==> src/sfe_pkg.sv <==
// Constants, field positions and carrier types for the SIMD floating-point exception unit.
package sfe_pkg;

  // Control/status register field positions.
  localparam int FLAG_INV  = 0;
  localparam int FLAG_DEN  = 1;
  localparam int FLAG_DZ   = 2;
  localparam int FLAG_OVF  = 3;
  localparam int FLAG_UNF  = 4;
  localparam int FLAG_INX  = 5;
  localparam int DENORM_ZERO_BIT = 6;
  localparam int MASK_LO   = 7;
  localparam int FTZ_BIT   = 15;
  localparam int NFLAGS    = 6;
  localparam int CSR_W     = 32;

  localparam logic [CSR_W-1:0] CSR_RESET = 32'h0000_1f80;
  localparam logic [CSR_W-1:0] CSR_WMASK = 32'h0000_ffff;

  // Flag groups, indexed like the flag field of the register.
  localparam logic [NFLAGS-1:0] PRE_SEL  = 6'h07;
  localparam logic [NFLAGS-1:0] POST_SEL = 6'h38;

  // APB map.
  localparam int              ADDR_W   = 12;
  localparam logic [ADDR_W-1:0] OFF_CSR  = 12'h000;
  localparam logic [ADDR_W-1:0] OFF_STAT = 12'h004;

  // Status register layout.
  localparam int STAT_STATE_LO = 0;
  localparam int STAT_KIND     = 4;
  localparam int STAT_FLAGS_LO = 8;

  typedef enum logic [0:0] {
    FAULT_SIMD_FP        = 1'b0,
    FAULT_INVALID_OPCODE = 1'b1
  } sfe_fault_kind_t;

  typedef enum logic [2:0] {
    ST_IDLE      = 3'b000,
    ST_PRE       = 3'b001,
    ST_PRE_WAIT  = 3'b010,
    ST_POST      = 3'b011,
    ST_POST_WAIT = 3'b100,
    ST_DONE      = 3'b101
  } sfe_state_t;

  // Raw conditions of one lane as found by the datapath.
  typedef struct packed {
    logic is_div;
    logic dividend_ok;
    logic divisor_zero;
    logic invalid;
    logic denormal_src;
    logic overflow;
    logic tiny;
    logic inexact;
    logic sign;
  } sfe_lane_t;

  typedef struct packed {
    logic            valid;
    sfe_fault_kind_t kind;
    logic            post;
  } sfe_fault_t;

endpackage

==> src/sfe_exception_unit.sv <==
// SIMD floating-point exception detection, flagging and fault sequencing with APB access.
//
// The register addresses and the APB slave port were left to the implementer.
`timescale 1ns/100ps
`default_nettype none

// Notes on behaviour
// - Divide of finite non-zero by zero flags.
// - Divide-by-zero flag bit 2, mask bit 9.
// - Divide-by-zero ignores flush-to-zero.
// - Rounded result beyond largest finite means overflow.
// - Overflow flag bit 3, mask bit 10.
// - Overflow ignores flush-to-zero and denormals-as-zero.
// - Underflow: tiny; when masked, tiny and inexact.
// - Underflow flag bit 4, mask bit 11.
// - Flush-to-zero with masked underflow writes signed zero.
// - Unrepresentable result raises inexact.
// - Flushed results still report inexact.
// - Pre-computation checks first, post-computation second.
// - Both phases unmasked may fault twice.
// - All masked: write results, no fault.
// - Masked flags set; lone tiny leaves underflow clear.
// - Per-lane flags ORed into register flags.
// - Unmasked pre conditions flagged, operands untouched, signalled.
// - OS enable picks simd or invalid-opcode fault.
// - Post conditions after return, signalled same way.
// - Complete only after post handler returns.
// - Mixed: set all flags, hold results until return.
// - Denormal flag bit 1, mask bit 8.
// - Reset sets masks, clears flags.
module sfe_exception_unit
  import sfe_pkg::*;
#(
  parameter int LANES = 4
)(
  // Clock and reset.
  input  wire logic                  pclk,
  input  wire logic                  presetn,
  // APB slave.
  input  wire logic                  psel,
  input  wire logic                  penable,
  input  wire logic                  pwrite,
  input  wire logic [ADDR_W-1:0]     paddr,
  input  wire logic [CSR_W-1:0]      pwdata,
  output var  logic [CSR_W-1:0]      prdata,
  output logic                       pready,
  output logic                       pslverr,
  // Instruction from the pipeline.
  input  wire logic                  instr_valid,
  output logic                       instr_ready,
  input  wire sfe_lane_t [LANES-1:0] lanes,
  // Control register four enable bit.
  input  wire logic                  os_simd_fault_enable,
  // Fault dispatch.
  output sfe_fault_t                 fault,
  input  wire logic                  fault_return,
  // Result commit.
  output logic                       commit_valid,
  output var  logic [LANES-1:0]      flush_lanes,
  output var  logic [LANES-1:0]      flush_sign
);

  if (LANES < 1 || LANES > 16)
  begin : g_check
    $error("LANES must lie between 1 and 16.");
  end

  sfe_state_t                  state_q, state_d;
  sfe_lane_t [LANES-1:0]       lanes_q;
  logic      [CSR_W-1:0]       csr_q, csr_d;
  sfe_fault_t                  fault_q, fault_d;
  sfe_fault_kind_t             last_kind_q;
  logic      [NFLAGS-1:0]      last_flags_q;
  logic      [CSR_W-1:0]       prdata_q;
  logic      [LANES-1:0]       flush_q, fsign_q;

  function automatic logic [NFLAGS-1:0] unmasked(input logic [NFLAGS-1:0] f,
                                                  input logic [CSR_W-1:0]  c);
    unmasked = f & ~c[MASK_LO +: NFLAGS];
  endfunction

  // The OS enable decides which fault the dispatch sees, in either phase.
  function automatic sfe_fault_kind_t kind_of(input logic os_en);
    kind_of = os_en ? FAULT_SIMD_FP : FAULT_INVALID_OPCODE;
  endfunction

  // Control fields.
  wire logic ftz      = csr_q[FTZ_BIT];
  wire logic denorm_zero = csr_q[DENORM_ZERO_BIT];
  wire logic unf_mask = csr_q[MASK_LO + FLAG_UNF];

  // Per-lane detection and OR across lanes.
  logic [NFLAGS-1:0] lane_flags [LANES];
  logic [NFLAGS-1:0] or_chain   [LANES+1];
  logic [LANES-1:0]  lane_flush;
  logic [LANES-1:0]  lane_ti;
  assign or_chain[0] = '0;

  for (genvar l = 0; l < LANES; l++)
  begin : g_lane
    wire sfe_lane_t ln = lanes_q[l];
    // Denormal sources become zeros when denormals-as-zero is on.
    assign lane_flags[l][FLAG_INV] = ln.invalid;
    assign lane_flags[l][FLAG_DEN] = ln.denormal_src & ~denorm_zero;
    assign lane_flags[l][FLAG_DZ]  = ln.is_div & ln.dividend_ok & ln.divisor_zero;
    assign lane_flags[l][FLAG_OVF] = ln.overflow;
    assign lane_flags[l][FLAG_UNF] = ln.tiny & (ln.inexact | ~unf_mask);
    assign lane_flags[l][FLAG_INX] = ln.inexact | lane_flush[l];
    assign lane_flush[l]           = ln.tiny & ftz & unf_mask;
    assign or_chain[l+1]           = or_chain[l] | lane_flags[l];
    // Raw tiny and inexact pair, kept for the underflow check below.
    assign lane_ti[l]              = ln.tiny & ln.inexact;
  end

  wire logic [NFLAGS-1:0] or_flags = or_chain[LANES];
  wire logic [NFLAGS-1:0] pre_set  = or_flags & PRE_SEL;
  wire logic [NFLAGS-1:0] post_set = or_flags & POST_SEL;
  wire logic              pre_trap  = |unmasked(pre_set, csr_q);
  wire logic              post_trap = |unmasked(post_set, csr_q);

  // Both masked and unmasked flags of a phase are recorded.
  wire logic [NFLAGS-1:0] flag_set =
      (state_q == ST_PRE)  ? pre_set  :
      (state_q == ST_POST) ? post_set : '0;

  // APB decode.
  wire logic setup    = psel & ~penable;
  wire logic access   = psel & penable;
  wire logic hit_csr  = (paddr == OFF_CSR);
  wire logic hit_stat = (paddr == OFF_STAT);
  wire logic bad      = ~hit_csr & ~(hit_stat & ~pwrite);
  wire logic csr_wr   = access & pwrite & hit_csr;

  wire logic [CSR_W-1:0] stat_word =
      (CSR_W'(state_q) << STAT_STATE_LO) |
      (CSR_W'(last_kind_q) << STAT_KIND) |
      (CSR_W'(last_flags_q) << STAT_FLAGS_LO);
  wire logic [CSR_W-1:0] rd_mux = hit_csr ? csr_q : (hit_stat ? stat_word : '0);

  // A flag raised in the cycle of a software write survives that write.
  wire logic [CSR_W-1:0] csr_base = csr_wr ? (pwdata & CSR_WMASK) : csr_q;
  assign csr_d = csr_base | (CSR_W'(flag_set) << FLAG_INV);

  assign pready  = 1'b1;
  assign pslverr = access & bad;
  assign prdata  = prdata_q;

  // Sequencer.
  always_comb
  begin
    state_d = state_q;
    fault_d = '0;
    unique case (state_q)
      ST_IDLE:
      begin
        if (instr_valid)
        begin
          state_d = ST_PRE;
        end
      end
      ST_PRE:
      begin
        if (pre_trap)
        begin
          fault_d.valid = 1'b1;
          fault_d.post  = 1'b0;
          fault_d.kind  = kind_of(os_simd_fault_enable);
          state_d = ST_PRE_WAIT;
        end
        else
        begin
          state_d = ST_POST;
        end
      end
      ST_PRE_WAIT:
      begin
        if (fault_return)
        begin
          state_d = ST_POST;
        end
      end
      ST_POST:
      begin
        if (post_trap)
        begin
          fault_d.valid = 1'b1;
          fault_d.post  = 1'b1;
          fault_d.kind  = kind_of(os_simd_fault_enable);
          state_d = ST_POST_WAIT;
        end
        else
        begin
          state_d = ST_DONE;
        end
      end
      ST_POST_WAIT:
      begin
        if (fault_return)
        begin
          state_d = ST_DONE;
        end
      end
      ST_DONE:
      begin
        state_d = ST_IDLE;
      end
      default:
      begin
        state_d = ST_IDLE;
      end
    endcase
  end

  assign instr_ready  = (state_q == ST_IDLE);
  assign commit_valid = (state_q == ST_DONE);
  assign fault        = fault_q;
  assign flush_lanes  = flush_q;
  assign flush_sign   = fsign_q;

  always_ff @(posedge pclk or negedge presetn)
  begin
    if (!presetn)
    begin
      state_q <= ST_IDLE;
      csr_q   <= CSR_RESET;
      fault_q <= '0;
    end
    else
    begin
      state_q <= state_d;
      csr_q   <= csr_d;
      fault_q <= fault_d;
    end
  end

  always_ff @(posedge pclk or negedge presetn)
  begin
    if (!presetn)
    begin
      lanes_q      <= '0;
      last_kind_q  <= FAULT_SIMD_FP;
      last_flags_q <= '0;
      prdata_q     <= '0;
      flush_q      <= '0;
      fsign_q      <= '0;
    end
    else
    begin
      if (instr_valid && instr_ready)
      begin
        lanes_q <= lanes;
      end
      if (fault_d.valid)
      begin
        last_kind_q <= fault_d.kind;
      end
      if (state_q == ST_POST)
      begin
        last_flags_q <= or_flags;
        flush_q      <= lane_flush;
        for (int l = 0; l < LANES; l++)
        begin
          fsign_q[l] <= lanes_q[l].sign;
        end
      end
      if (setup)
      begin
        prdata_q <= rd_mux;
      end
    end
  end

  // Checks.
  fault_pulse_a: assert property (@(posedge pclk) disable iff (!presetn)
    fault_q.valid |=> !fault_q.valid) else $error("Fault request longer than one cycle.");

  fault_kind_a: assert property (@(posedge pclk) disable iff (!presetn)
    fault_q.valid |-> (fault_q.kind == ($past(os_simd_fault_enable) ? FAULT_SIMD_FP
                                         : FAULT_INVALID_OPCODE)))
    else $error("Fault kind does not follow the OS enable.");

  divzero_flag_a: assert property (@(posedge pclk) disable iff (!presetn)
    (state_q == ST_PRE && or_flags[FLAG_DZ]) |=> csr_q[FLAG_DZ])
    else $error("Divide-by-zero flag not set.");

  overflow_flag_a: assert property (@(posedge pclk) disable iff (!presetn)
    (state_q == ST_POST && or_flags[FLAG_OVF]) |=> csr_q[FLAG_OVF])
    else $error("Overflow flag not set.");

  lone_tiny_a: assert property (@(posedge pclk) disable iff (!presetn)
    (state_q == ST_POST && unf_mask && !(|lane_ti) && !csr_q[FLAG_UNF] && !csr_wr)
    |=> !csr_q[FLAG_UNF]) else $error("Underflow flag set without inexact.");

  sticky_flags_a: assert property (@(posedge pclk) disable iff (!presetn)
    (!csr_wr && csr_q[FLAG_INX]) |=> csr_q[FLAG_INX])
    else $error("Inexact flag dropped without a write.");

  hold_commit_a: assert property (@(posedge pclk) disable iff (!presetn)
    commit_valid |-> (($past(state_q) == ST_POST && !$past(post_trap))
                      || ($past(state_q) == ST_POST_WAIT && $past(fault_return))))
    else $error("Results committed before the post handler returned.");

  pre_phase_a: assert property (@(posedge pclk) disable iff (!presetn)
    (fault_q.valid && !fault_q.post) |-> (state_q == ST_PRE_WAIT && $past(state_q) == ST_PRE))
    else $error("Pre-computation fault outside the first phase.");

  masked_done_a: assert property (@(posedge pclk) disable iff (!presetn)
    (state_q == ST_POST && !post_trap) |=> commit_valid)
    else $error("Masked instruction did not complete.");

  masked_pre_a: assert property (@(posedge pclk) disable iff (!presetn)
    (state_q == ST_PRE && !pre_trap) |=> !fault_q.valid)
    else $error("Fault raised for masked pre-computation conditions.");

  pre_fault_a: assert property (@(posedge pclk) disable iff (!presetn)
    (state_q == ST_PRE && pre_trap) |=> (fault_q.valid && !fault_q.post))
    else $error("Unmasked pre-computation condition not signalled.");

  divzero_mask_a: assert property (@(posedge pclk) disable iff (!presetn)
    (state_q == ST_PRE && or_flags[FLAG_DZ] && !csr_q[MASK_LO + FLAG_DZ]) |=> fault_q.valid)
    else $error("Unmasked divide-by-zero did not fault.");

  overflow_mask_a: assert property (@(posedge pclk) disable iff (!presetn)
    (state_q == ST_POST && or_flags[FLAG_OVF] && !csr_q[MASK_LO + FLAG_OVF]) |=> fault_q.valid)
    else $error("Unmasked overflow did not fault.");

  denormal_flag_a: assert property (@(posedge pclk) disable iff (!presetn)
    (state_q == ST_PRE && or_flags[FLAG_DEN]) |=> csr_q[FLAG_DEN])
    else $error("Denormal flag not set.");

  underflow_flag_a: assert property (@(posedge pclk) disable iff (!presetn)
    (state_q == ST_POST && or_flags[FLAG_UNF]) |=> csr_q[FLAG_UNF])
    else $error("Underflow flag not set.");

  inexact_flag_a: assert property (@(posedge pclk) disable iff (!presetn)
    (state_q == ST_POST && or_flags[FLAG_INX]) |=> csr_q[FLAG_INX])
    else $error("Inexact flag not set.");

  flush_inexact_a: assert property (@(posedge pclk) disable iff (!presetn)
    (state_q == ST_POST && |lane_flush) |=> csr_q[FLAG_INX])
    else $error("Flushed result did not report inexact.");

  post_order_a: assert property (@(posedge pclk) disable iff (!presetn)
    (state_q == ST_POST) |-> ($past(state_q) inside {ST_PRE, ST_PRE_WAIT}))
    else $error("Post-computation phase entered out of order.");

  post_fault_a: assert property (@(posedge pclk) disable iff (!presetn)
    (fault_q.valid && fault_q.post) |-> ($past(state_q) == ST_POST))
    else $error("Post-computation fault outside the second phase.");

  commit_pulse_a: assert property (@(posedge pclk) disable iff (!presetn)
    commit_valid |=> !commit_valid)
    else $error("Commit request longer than one cycle.");

  operands_hold_a: assert property (@(posedge pclk) disable iff (!presetn)
    !instr_ready |=> $stable(lanes_q))
    else $error("Operands changed while an instruction was in flight.");

endmodule

`default_nettype wire

==> config.mk <==
export PLATFORM = sky130hd
export DESIGN_NAME = sfe_exception_unit
export DESIGN_NICKNAME = d
export VERILOG_FILES = /design/src/sfe_pkg.sv /design/src/sfe_exception_unit.sv
export SDC_FILE = /design/constraint.sdc
export NUM_CORES = 1
export LEC_CHECK = 0
export BUFFER_PORTS_ARGS = -buffer_cell sky130_fd_sc_hd__buf_2
export CORE_MARGIN = 5
export CORE_UTILIZATION = 50
export DETAILED_ROUTE_END_ITERATION = 6
export PLACE_DENSITY = 0.89
export SYNTH_ARGS = -nofsm -noshare
export SYNTH_HDL_FRONTEND = slang
export SYNTH_SLANG_ARGS = --single-unit
==> constraint.sdc <==
create_clock -name pclk -period 4.5 [get_ports pclk]
set_input_delay 0.9 -clock pclk [delete_from_list [all_inputs] [get_ports pclk]]
set_output_delay 0.9 -clock pclk [all_outputs]
set_load 0.005 [all_outputs]
==> impl_metrics.env, run 1 <==
export IMPL_synth_seq_cells=89
export IMPL_worstSetupEndpointType="output port"
export IMPL_routedWlPerCell_um=14.9
export IMPL_synth_cell_types=42
export IMPL_cts_setup_buffers=0
export IMPL_grt_pass1_wl_mm=13.3
export IMPL_fin_nets=513
export IMPL_peakVddDrop_mv=0.456
export IMPL_max_clock_path_buffers=2
export IMPL_multi_input_area_um2=1430
export IMPL_die_area_um2=9530
export IMPL_dr_pass1_iters=4
export IMPL_track_usage_pct=17.4
export IMPL_dp_hpwl_mm=6.03
export IMPL_portBuffers=101
export IMPL_crit_required_ns=3.60
export IMPL_path_class="input pin to output port"
export IMPL_place_ws_ns=1.09
export IMPL_min_path_type="flip-flop to flip-flop"
export IMPL_seq_area_um2=2230
export IMPL_wl_mm=7.95
export IMPL_fillers=632
export IMPL_clock_latency_ns=0.35
export IMPL_clk_pin_slew_ns=0.08
export IMPL_clock_sinks=89
export IMPL_setup_violations=0
export IMPL_cts_buffers=9
export IMPL_synth_edf_count=0
export IMPL_ys_warn_count=0
export IMPL_post_route_cells_drive_above_1_share_pct=39.8
export IMPL_path_max_fanout=11
export IMPL_start_util_pct=50.5
export IMPL_crit_path_start_kind="input pin"
export IMPL_hold_buffers=0
export IMPL_cts_resized=0
export IMPL_rows=32
export IMPL_cts_tree="built"
export IMPL_leakagePower_nw=2.18
export IMPL_grt_overflow=0
export IMPL_postRouteAntennaNets=0
export IMPL_grt_pass1_vias=2808
export IMPL_vias_per_cell=5.07
export IMPL_grt_max_degree=90
export IMPL_grt_setup_unrepaired="no"
export IMPL_async_flop_share_pct=100
export IMPL_worst_slack_ns=1.29
export IMPL_timing_hold_violations_final=0
export IMPL_avgSynthCellArea_um2=11.6
export IMPL_synth_ff_type="dfrtp_1"
export IMPL_coreArea_um2=7610
export IMPL_syn_area_um2=3840
export IMPL_die_h_um=97.6
export IMPL_syn_to_final_growth_pct=19.4
export IMPL_powerDensity_nw_per_um2=532
export IMPL_status="finished, final reports clean"
export IMPL_io_pins=135
export IMPL_fin_crit_sh_pct=71.3
export IMPL_drt_iter0_drc=83
export IMPL_fin_skew_ns=0.00857
export IMPL_route_vias_total=2695
export IMPL_gp_congestion=0.745
export IMPL_ys_seq_area_share_pct=58.2
export IMPL_grt_antenna_before_repair=0
export IMPL_die_w_um=97.6
export IMPL_clock_root_buffer="clkbuf_8"
export IMPL_antennaDiodeCount=0
export IMPL_worst_pin_slew_ns=1.05
export IMPL_fmax_mhz=312
export IMPL_maxSlewViolCount=0
export IMPL_drc_errors=0
export IMPL_syn_inst=330
export IMPL_worst_slew_margin_rel_pct=29.7
export IMPL_cp_arrival_ns=2.31
export IMPL_period_needed_ns=3.21
export IMPL_h_tree_depth=3
export IMPL_max_cap_viol_count=0
export IMPL_fin_setup_tns_ns=0
## layout make-up
cell class	instances	share of cell area [%]
inverters	5	0.409
clock buffers	11	3.08
repair buffers	104	11.6
clock inverters	5	2.24
well taps	102	2.78
multi-input cells	216	31.2
flip-flops and latches	89	48.7
## power by group
| group | switching (mW) | total, mW | internal (mW) |
|---|---|---|---|
| registers | 0.158 | 1.20 | 1.04 |
| logic | 0.277 | 0.588 | 0.311 |
| clock network | 0.269 | 0.652 | 0.383 |
## kinds of logic after synthesis
logic type / after synthesis / synth area share, %
other: 2 / 0.196
multiplexers: 54 / 15.6
flip-flops: 89 / 58.2
AND/OR/NAND/NOR: 92 / 11.2
AO/OA/AOI/OAI: 52 / 8.38
XOR/XNOR: 1 / 0.228
buffers and inverters: 40 / 6.19
## cell usage in the layout, fill, tap and decap left out, types with 2 or more instances in the layout
cell type    n
conb_1      17
mux2_1       4
dfstp_2      6
mux2_2      42
nor3_1       2
a21oi_1      2
nand2_1     58
a22oi_1     10
nor2_1       6
buf_4        4
bufinv_16    3
dfrtp_1     83
o31ai_1      3
inv_1        5
nor2b_1      2
clkbuf_8    10
nand2b_1     2
nor4_1       5
nand3_1      7
o21ai_0     27
mux2i_1      8
buf_2      100
## synthesized netlist by cell type, drive strengths merged (2+ instances only)
library cell / n / area share (%)
a21oi: 2 / 0.26
a22oi: 10 / 2.0
buf: 22 / 4.4
clkbuf: 13 / 1.3
conb: 2 / 0.20
dfrtp: 83 / 54
dfstp: 6 / 4.1
inv: 5 / 0.49
mux2: 46 / 13
mux2i: 8 / 2.1
nand2: 58 / 5.7
nand2b: 2 / 0.33
nand3: 7 / 0.91
nor2: 6 / 0.59
nor2b: 2 / 0.33
nor3: 2 / 0.26
nor4: 7 / 1.5
o21ai: 28 / 3.7
o31ai: 3 / 0.59
or4: 2 / 0.49
## metal layers
metal	vias to the layer above	track usage (%)	share of wire [%]
li1	1303	-	-
met1	1287	21.2	42
met2	89	27.7	47
met3	16	6.39	8.8
met4	0	7.56	2.3
met5	-	0	0
## critical path, cell delays in order
cell	delay (ns)
buf_2	0.10
or4_1	0.60
nor4_2	0.27
buf_4	0.22
a211oi_1	0.09
buf_2	0.13
## registers in the layout, indices dropped and copies added, names as in the netlist
register,count
flush_sign,4
prdata,16
last_flags_q,6
g_lane.ln,36
flush_lanes,4
csr_q,16
state_q,3
fault,3
last_kind_q,1
## worst paths after layout
check,end,start,slack [ns],cells past startpoint
worst max register to register,fault[1]$_DFF_PN0_,g_lane[1].ln[3]$_DFFE_PN0P_,2.42,5
worst min-delay path,flush_sign[3]$_DFFE_PN0P_,g_lane[3].ln[0]$_DFFE_PN0P_,0.47,2
max in group asynchronous,prdata[3]$_DFFE_PN0P_,presetn,3.09,1
min in group asynchronous,g_lane[1].ln[7]$_DFFE_PN0P_,presetn,0.74,1
worst max-delay path,pslverr,paddr[9],1.29,6
worst min register to register,flush_sign[3]$_DFFE_PN0P_,g_lane[3].ln[0]$_DFFE_PN0P_,0.47,2
## metrics by stage
step / std cells / area, um^2 / util, % / hold WS [ns] / power, mW
after floorplan: 345 / 3890 / - / 0.435 / 1.62
after global placement: 516 / 4340 / 57.1 / 0.445 / 1.77
after detailed placement: 516 / 4340 / 57.1 / 0.452 / 1.81
after CTS: 532 / 4580 / 60.3 / 0.473 / 2.46
after global routing: 532 / 4580 / 60.3 / 0.497 / 2.60
final: 532 / 4580 / 60.3 / 0.470 / 2.44
(Power assumes the default switching activity.)
==> run 2, diff against run 1 <==
Clock period 4.5 ns to 3.2 ns, I/O delays scaled along.
==> run 2 against run 1 <==
First-iteration DRC count is 13% higher. Sequential share of layout area is 0.25 points higher. Die area stayed put. Critical path depth is 1 lower. Final cell count is 0.38% higher. Core utilization is 0.31 points lower. Critical endpoint unchanged.
==> impl_metrics.env, run 2 (same netlist as run 1, synthesis figures left out) <==
export IMPL_cp_arrival_ns=1.86
export IMPL_leakagePower_nw=2.17
export IMPL_crit_chain="buf_2, or4_1, nor4_2, a211oi_1, buf_2"
export IMPL_die_area_um2=9530
export IMPL_maxSlewViolCount=0
export IMPL_grt_max_degree=90
export IMPL_fin_crit_sh_pct=78.0
export IMPL_grt_overflow=0
export IMPL_antennaDiodeCount=0
export IMPL_seq_power_share_pct=51.1
export IMPL_fin_skew_ns=0.0120
export IMPL_fmax_mhz=401
export IMPL_crit_required_ns=2.56
export IMPL_clock_root_buffer="clkbuf_8"
export IMPL_crit_family="simple AND/OR/NAND/NOR gates"
export IMPL_grt_setup_unrepaired="no"
export IMPL_p_int_mw=2.29
export IMPL_clock_sinks=89
export IMPL_clk_pin_slew_ns=0.08
export IMPL_final_cells=534
export IMPL_routedWlPerCell_um=15.3
export IMPL_dp_hpwl_mm=6.08
export IMPL_die_w_um=97.6
export IMPL_period_needed_ns=2.50
export IMPL_vias_per_cell=5.10
export IMPL_postRouteAntennaNets=0
export IMPL_dr_pass1_iters=4
export IMPL_crit_path_start_kind="input pin"
export IMPL_portBuffers=101
export IMPL_min_path_type="input pin to flip-flop"
export IMPL_peakVddDrop_mv=0.569
export IMPL_io_pins=135
export IMPL_route_vias_total=2724
export IMPL_largest_reg_flops=36
export IMPL_worst_slew_margin_rel_pct=28.5
export IMPL_path_class="input pin to output port"
export IMPL_rows=32
export IMPL_cts_setup_buffers=0
export IMPL_cpPeakStageDelay_ns=0.59
export IMPL_pwr_share_clk_pct=23.5
export IMPL_clock_latency_ns=0.35
export IMPL_dpl_cell_count=518
export IMPL_grt_pass1_wl_mm=13.2
export IMPL_hold_buffers=0
export IMPL_timing_hold_violations_final=0
export IMPL_fillers=651
export IMPL_fin_nets=515
export IMPL_cts_buffers=9
export IMPL_layout_commonest_cell="buf_2"
export IMPL_netSwitchingPower_mw=1.02
export IMPL_wl_mm=8.16
export IMPL_max_clock_path_buffers=2
export IMPL_cpMostUsedCell="buf_2"
export IMPL_seq_area_um2=2230
export IMPL_pwr_share_comb_pct=25.4
export IMPL_powerDensity_nw_per_um2=724
export IMPL_grt_pass1_vias=2838
export IMPL_path_buf_inv=2
export IMPL_drc_errors=0
export IMPL_cp_slowest_cell="or4_1"
export IMPL_fin_setup_tns_ns=0
export IMPL_die_h_um=97.6
export IMPL_whs_ns=0.450
export IMPL_p_total_mw=3.30
export IMPL_drt_iter0_drc=94
export IMPL_layout_common_cells="buf_2, dfrtp_1, nand2_1, mux2_2, o21ai_0"
export IMPL_coreArea_um2=7610
export IMPL_fin_util_pct=60.0
export IMPL_gp_congestion=0.764
export IMPL_track_usage_pct=17.3
export IMPL_h_tree_depth=3
export IMPL_post_route_cells_drive_above_1_share_pct=40.3
export IMPL_multi_input_area_um2=1430
export IMPL_setup_violations=0
export IMPL_swShare_pct=30.7
export IMPL_worst_pin_slew_ns=1.07
export IMPL_start_util_pct=50.5
export IMPL_worstSetupEndpointType="output port"
export IMPL_max_cap_viol_count=0
export IMPL_grt_antenna_before_repair=0
export IMPL_status="finished, final reports clean"
export IMPL_cts_tree="built"
export IMPL_cts_resized=0
export IMPL_syn_to_final_growth_pct=18.8
export IMPL_path_max_fanout=2
run 2: cell types whose count changed in the layout (fill, tap and decap cells not counted), sizes merged:
| cell | change |
|---|---|
| clkinvlp | +1 |
| clkbuf | -1 |
| buf | +2 |
| clkinv | +2 |
| bufinv | -2 |
run 2: per-layer routing:
layer / global-route usage, % / routed length (um) / vias to the layer above
li1: - / - / 1307
met1: 19.8 / 3290 / 1311
met2: 29.2 / 4030 / 89
met3: 6.32 / 676 / 17
met4: 7.14 / 172 / 0
met5: 0 / 0 / -
run 2: area by class of cell:
class	instances	share of cell area, %
flip-flops and latches	89	49.0
well taps	102	2.80
inverters	5	0.412
clock buffers	10	3.02
clock inverters	6	1.48
repair buffers	106	12.0
multi-input cells	216	31.3
run 2: final timing paths:
kind	start	end	slack, ns	cells after the start
max	paddr[9]	pslverr	0.70	5
min	os_simd_fault_enable	fault[1]$_DFF_PN0_	0.45	2
max reg2reg	g_lane[0].ln[4]$_DFFE_PN0P_	fault[1]$_DFF_PN0_	0.97	5
min reg2reg	g_lane[2].ln[0]$_DFFE_PN0P_	flush_sign[2]$_DFFE_PN0P_	0.47	2
max in group asynchronous	presetn	g_lane[2].ln[5]$_DFFE_PN0P_	2.03	1
min in group asynchronous	presetn	g_lane[1].ln[7]$_DFFE_PN0P_	0.47	1
run 2: metrics by stage:
step / worst slack (ns) / area (um^2)
after global placement: 0.649 / 4360
after global routing: 0.635 / 4560
after CTS: 0.686 / 4560
final: 0.705 / 4560
after floorplan: 0.560 / 3890
after detailed placement: 0.618 / 4360
run 2: worst register-to-register path, cell delays in order (launching register included):
cell and delay (ns):
dfrtp_1 0.38, nor4_1 0.84, o32ai_1 0.24, nand3_1 0.14
o311ai_0 0.29, nor2b_1 0.24
run 2: power by group through the flow:
stage | registers, mW | clock network (mW) | logic (mW)
after floorplan | 1.62 | 0 | 0.658
after global placement | 1.68 | 0 | 0.805
after detailed placement | 1.71 | 0 | 0.848
after CTS | 1.69 | 0.786 | 0.857
after global routing | 1.74 | 0.843 | 0.939
final | 1.69 | 0.776 | 0.840
==> run 3, diff against run 2 <==
Clock period 3.2 ns to 2.3 ns, I/O delays scaled along.
==> run 3 against run 2 <==
Die area is the same. Critical path type unchanged. Clock skew shrank 0.00055 ns. Largest cell class unchanged. Power grew 44%. Count of clock-buffer cells in the layout grew 3. Register-to-register slack lost 0.76 ns. Highest routed layer unchanged.
==> impl_metrics.env, run 3 (same netlist as run 1, synthesis figures left out) <==
export IMPL_routedWlPerCell_um=14.9
export IMPL_maxSlewViolCount=0
export IMPL_grt_setup_unrepaired="no"
export IMPL_die_w_um=97.6
export IMPL_route_vias_total=2756
export IMPL_crit_required_ns=1.84
export IMPL_max_cap_viol_count=0
export IMPL_vias_per_cell=5.05
export IMPL_postRouteAntennaNets=0
export IMPL_grt_busiest_layer="met2"
export IMPL_dpl_cell_count=529
export IMPL_crit_chain="buf_2, or4_4, buf_4, nor4_2, a211oi_1, buf_2"
export IMPL_fmax_mhz=451
export IMPL_crit_path_start_kind="input pin"
export IMPL_track_usage_pct=17.1
export IMPL_gp_congestion=0.787
export IMPL_crit_family="simple AND/OR/NAND/NOR gates"
export IMPL_grt_pass1_wl_mm=13.3
export IMPL_fin_skew_ns=0.0115
export IMPL_grt_overflow=0
export IMPL_die_h_um=97.6
export IMPL_powerDensity_nw_per_um2=1010
export IMPL_grtUsageMet3_pct=6.10
export IMPL_wl_mm=8.15
export IMPL_clock_latency_ns=0.35
export IMPL_coreArea_um2=7610
export IMPL_largest_reg_flops=36
export IMPL_dr_pass1_iters=4
export IMPL_cts_buffers=9
export IMPL_status="finished, final reports clean"
export IMPL_worstSetupStartpoint="paddr[4]"
export IMPL_die_area_um2=9530
export IMPL_start_util_pct=50.5
export IMPL_drc_errors=0
export IMPL_portBuffers=101
export IMPL_h_tree_depth=3
export IMPL_dp_hpwl_mm=6.28
export IMPL_worst_pin_slew_ns=0.903
export IMPL_cpPeakStageDelay_ns=0.55
export IMPL_use_met1_pct=19.8
export IMPL_fin_util_pct=62.0
export IMPL_post_route_cells_drive_above_1_share_pct=42.1
export IMPL_timing_hold_violations_final=0
export IMPL_r2r_start="g_lane[0].ln[1]$_DFFE_PN0P_"
export IMPL_rows=32
export IMPL_fin_setup_tns_ns=0
export IMPL_fin_crit_sh_pct=96.4
export IMPL_clock_sinks=89
export IMPL_grt_antenna_before_repair=0
export IMPL_worstSetupEndpointType="output port"
export IMPL_path_max_fanout=2
export IMPL_grt_pass1_vias=2949
export IMPL_path_class="input pin to output port"
export IMPL_drt_iter0_drc=117
export IMPL_cp_slowest_cell="or4_4"
export IMPL_peakVddDrop_mv=0.585
export IMPL_clock_root_buffer="clkbuf_8"
export IMPL_final_cells=546
export IMPL_layout_common_cells="buf_2, dfrtp_1, nand2_1, mux2_2, o21ai_0"
export IMPL_cp_arrival_ns=1.76
export IMPL_worst_slew_margin_rel_pct=39.8
export IMPL_setup_violations=0
export IMPL_layout_commonest_cell="buf_2"
export IMPL_fin_nets=527
export IMPL_antennaDiodeCount=0
export IMPL_cts_tree="built"
export IMPL_cpMostUsedCell="buf_2"
export IMPL_leakagePower_nw=2.26
export IMPL_period_needed_ns=2.22
export IMPL_min_path_type="input pin to async pin"
export IMPL_max_clock_path_buffers=2
export IMPL_io_pins=135
export IMPL_path_buf_inv=3
export IMPL_grt_util_met2_pct=29.6
export IMPL_syn_to_final_growth_pct=22.8
export IMPL_clk_pin_slew_ns=0.09
export IMPL_grt_max_degree=49
[run 3: power by group]
part           internal (mW)  switching (mW)  leakage [nW]
clock network          0.642           0.503         0.108
registers               2.04           0.289          1.09
logic                  0.704           0.599          1.06
[run 3: area by class of cell]
cell class / instances / area [um^2]
flip-flops and latches: 89 / 2230
inverters: 5 / 18.8
multi-input cells: 216 / 1440
repair buffers: 118 / 677
clock buffers: 13 / 149
well taps: 102 / 128
clock inverters: 3 / 65.1
fillers: 645 / 2890
[run 3: metrics by stage]
step	area, um^2	total power [mW]	setup WS [ns]	hold WS [ns]
2_1_floorplan	3910	3.17	-0.0640	0.164
3_3_place_gp	4490	3.57	0.00487	0.444
3_5_place_dp	4490	3.68	-0.0553	0.457
4_1_cts	4720	4.81	0.0790	0.0930
5_1_grt	4720	5.07	0.0210	0.109
6_report	4720	4.77	0.0820	0.0833
[run 3: worst paths after layout]
check | endpoint | slack (ns) | cells after the start
setup / recovery | pslverr | 0.08 | 6
hold / removal | g_lane[1].ln[1]$_DFFE_PN0P_ | 0.08 | 1
setup reg to reg | fault[1]$_DFF_PN0_ | 0.21 | 6
hold reg to reg | flush_sign[2]$_DFFE_PN0P_ | 0.48 | 2
max in group asynchronous | csr_q[11]$_DFFE_PN1P_ | 1.51 | 2
min in group pclk | fault[1]$_DFF_PN0_ | 0.28 | 2
[run 3: what timing repair did]
item	4_1_cts	5_1_grt
hold buffers	0	0
setup endpoints to repair	1	0
resized for setup	1	0
buffers inserted	1	0
[run 3: layer usage]
layer	up-vias	share of wire [%]
met5	-	0
met4	0	1.4
met3	12	8.6
met2	92	50
met1	1323	40
li1	1329	-
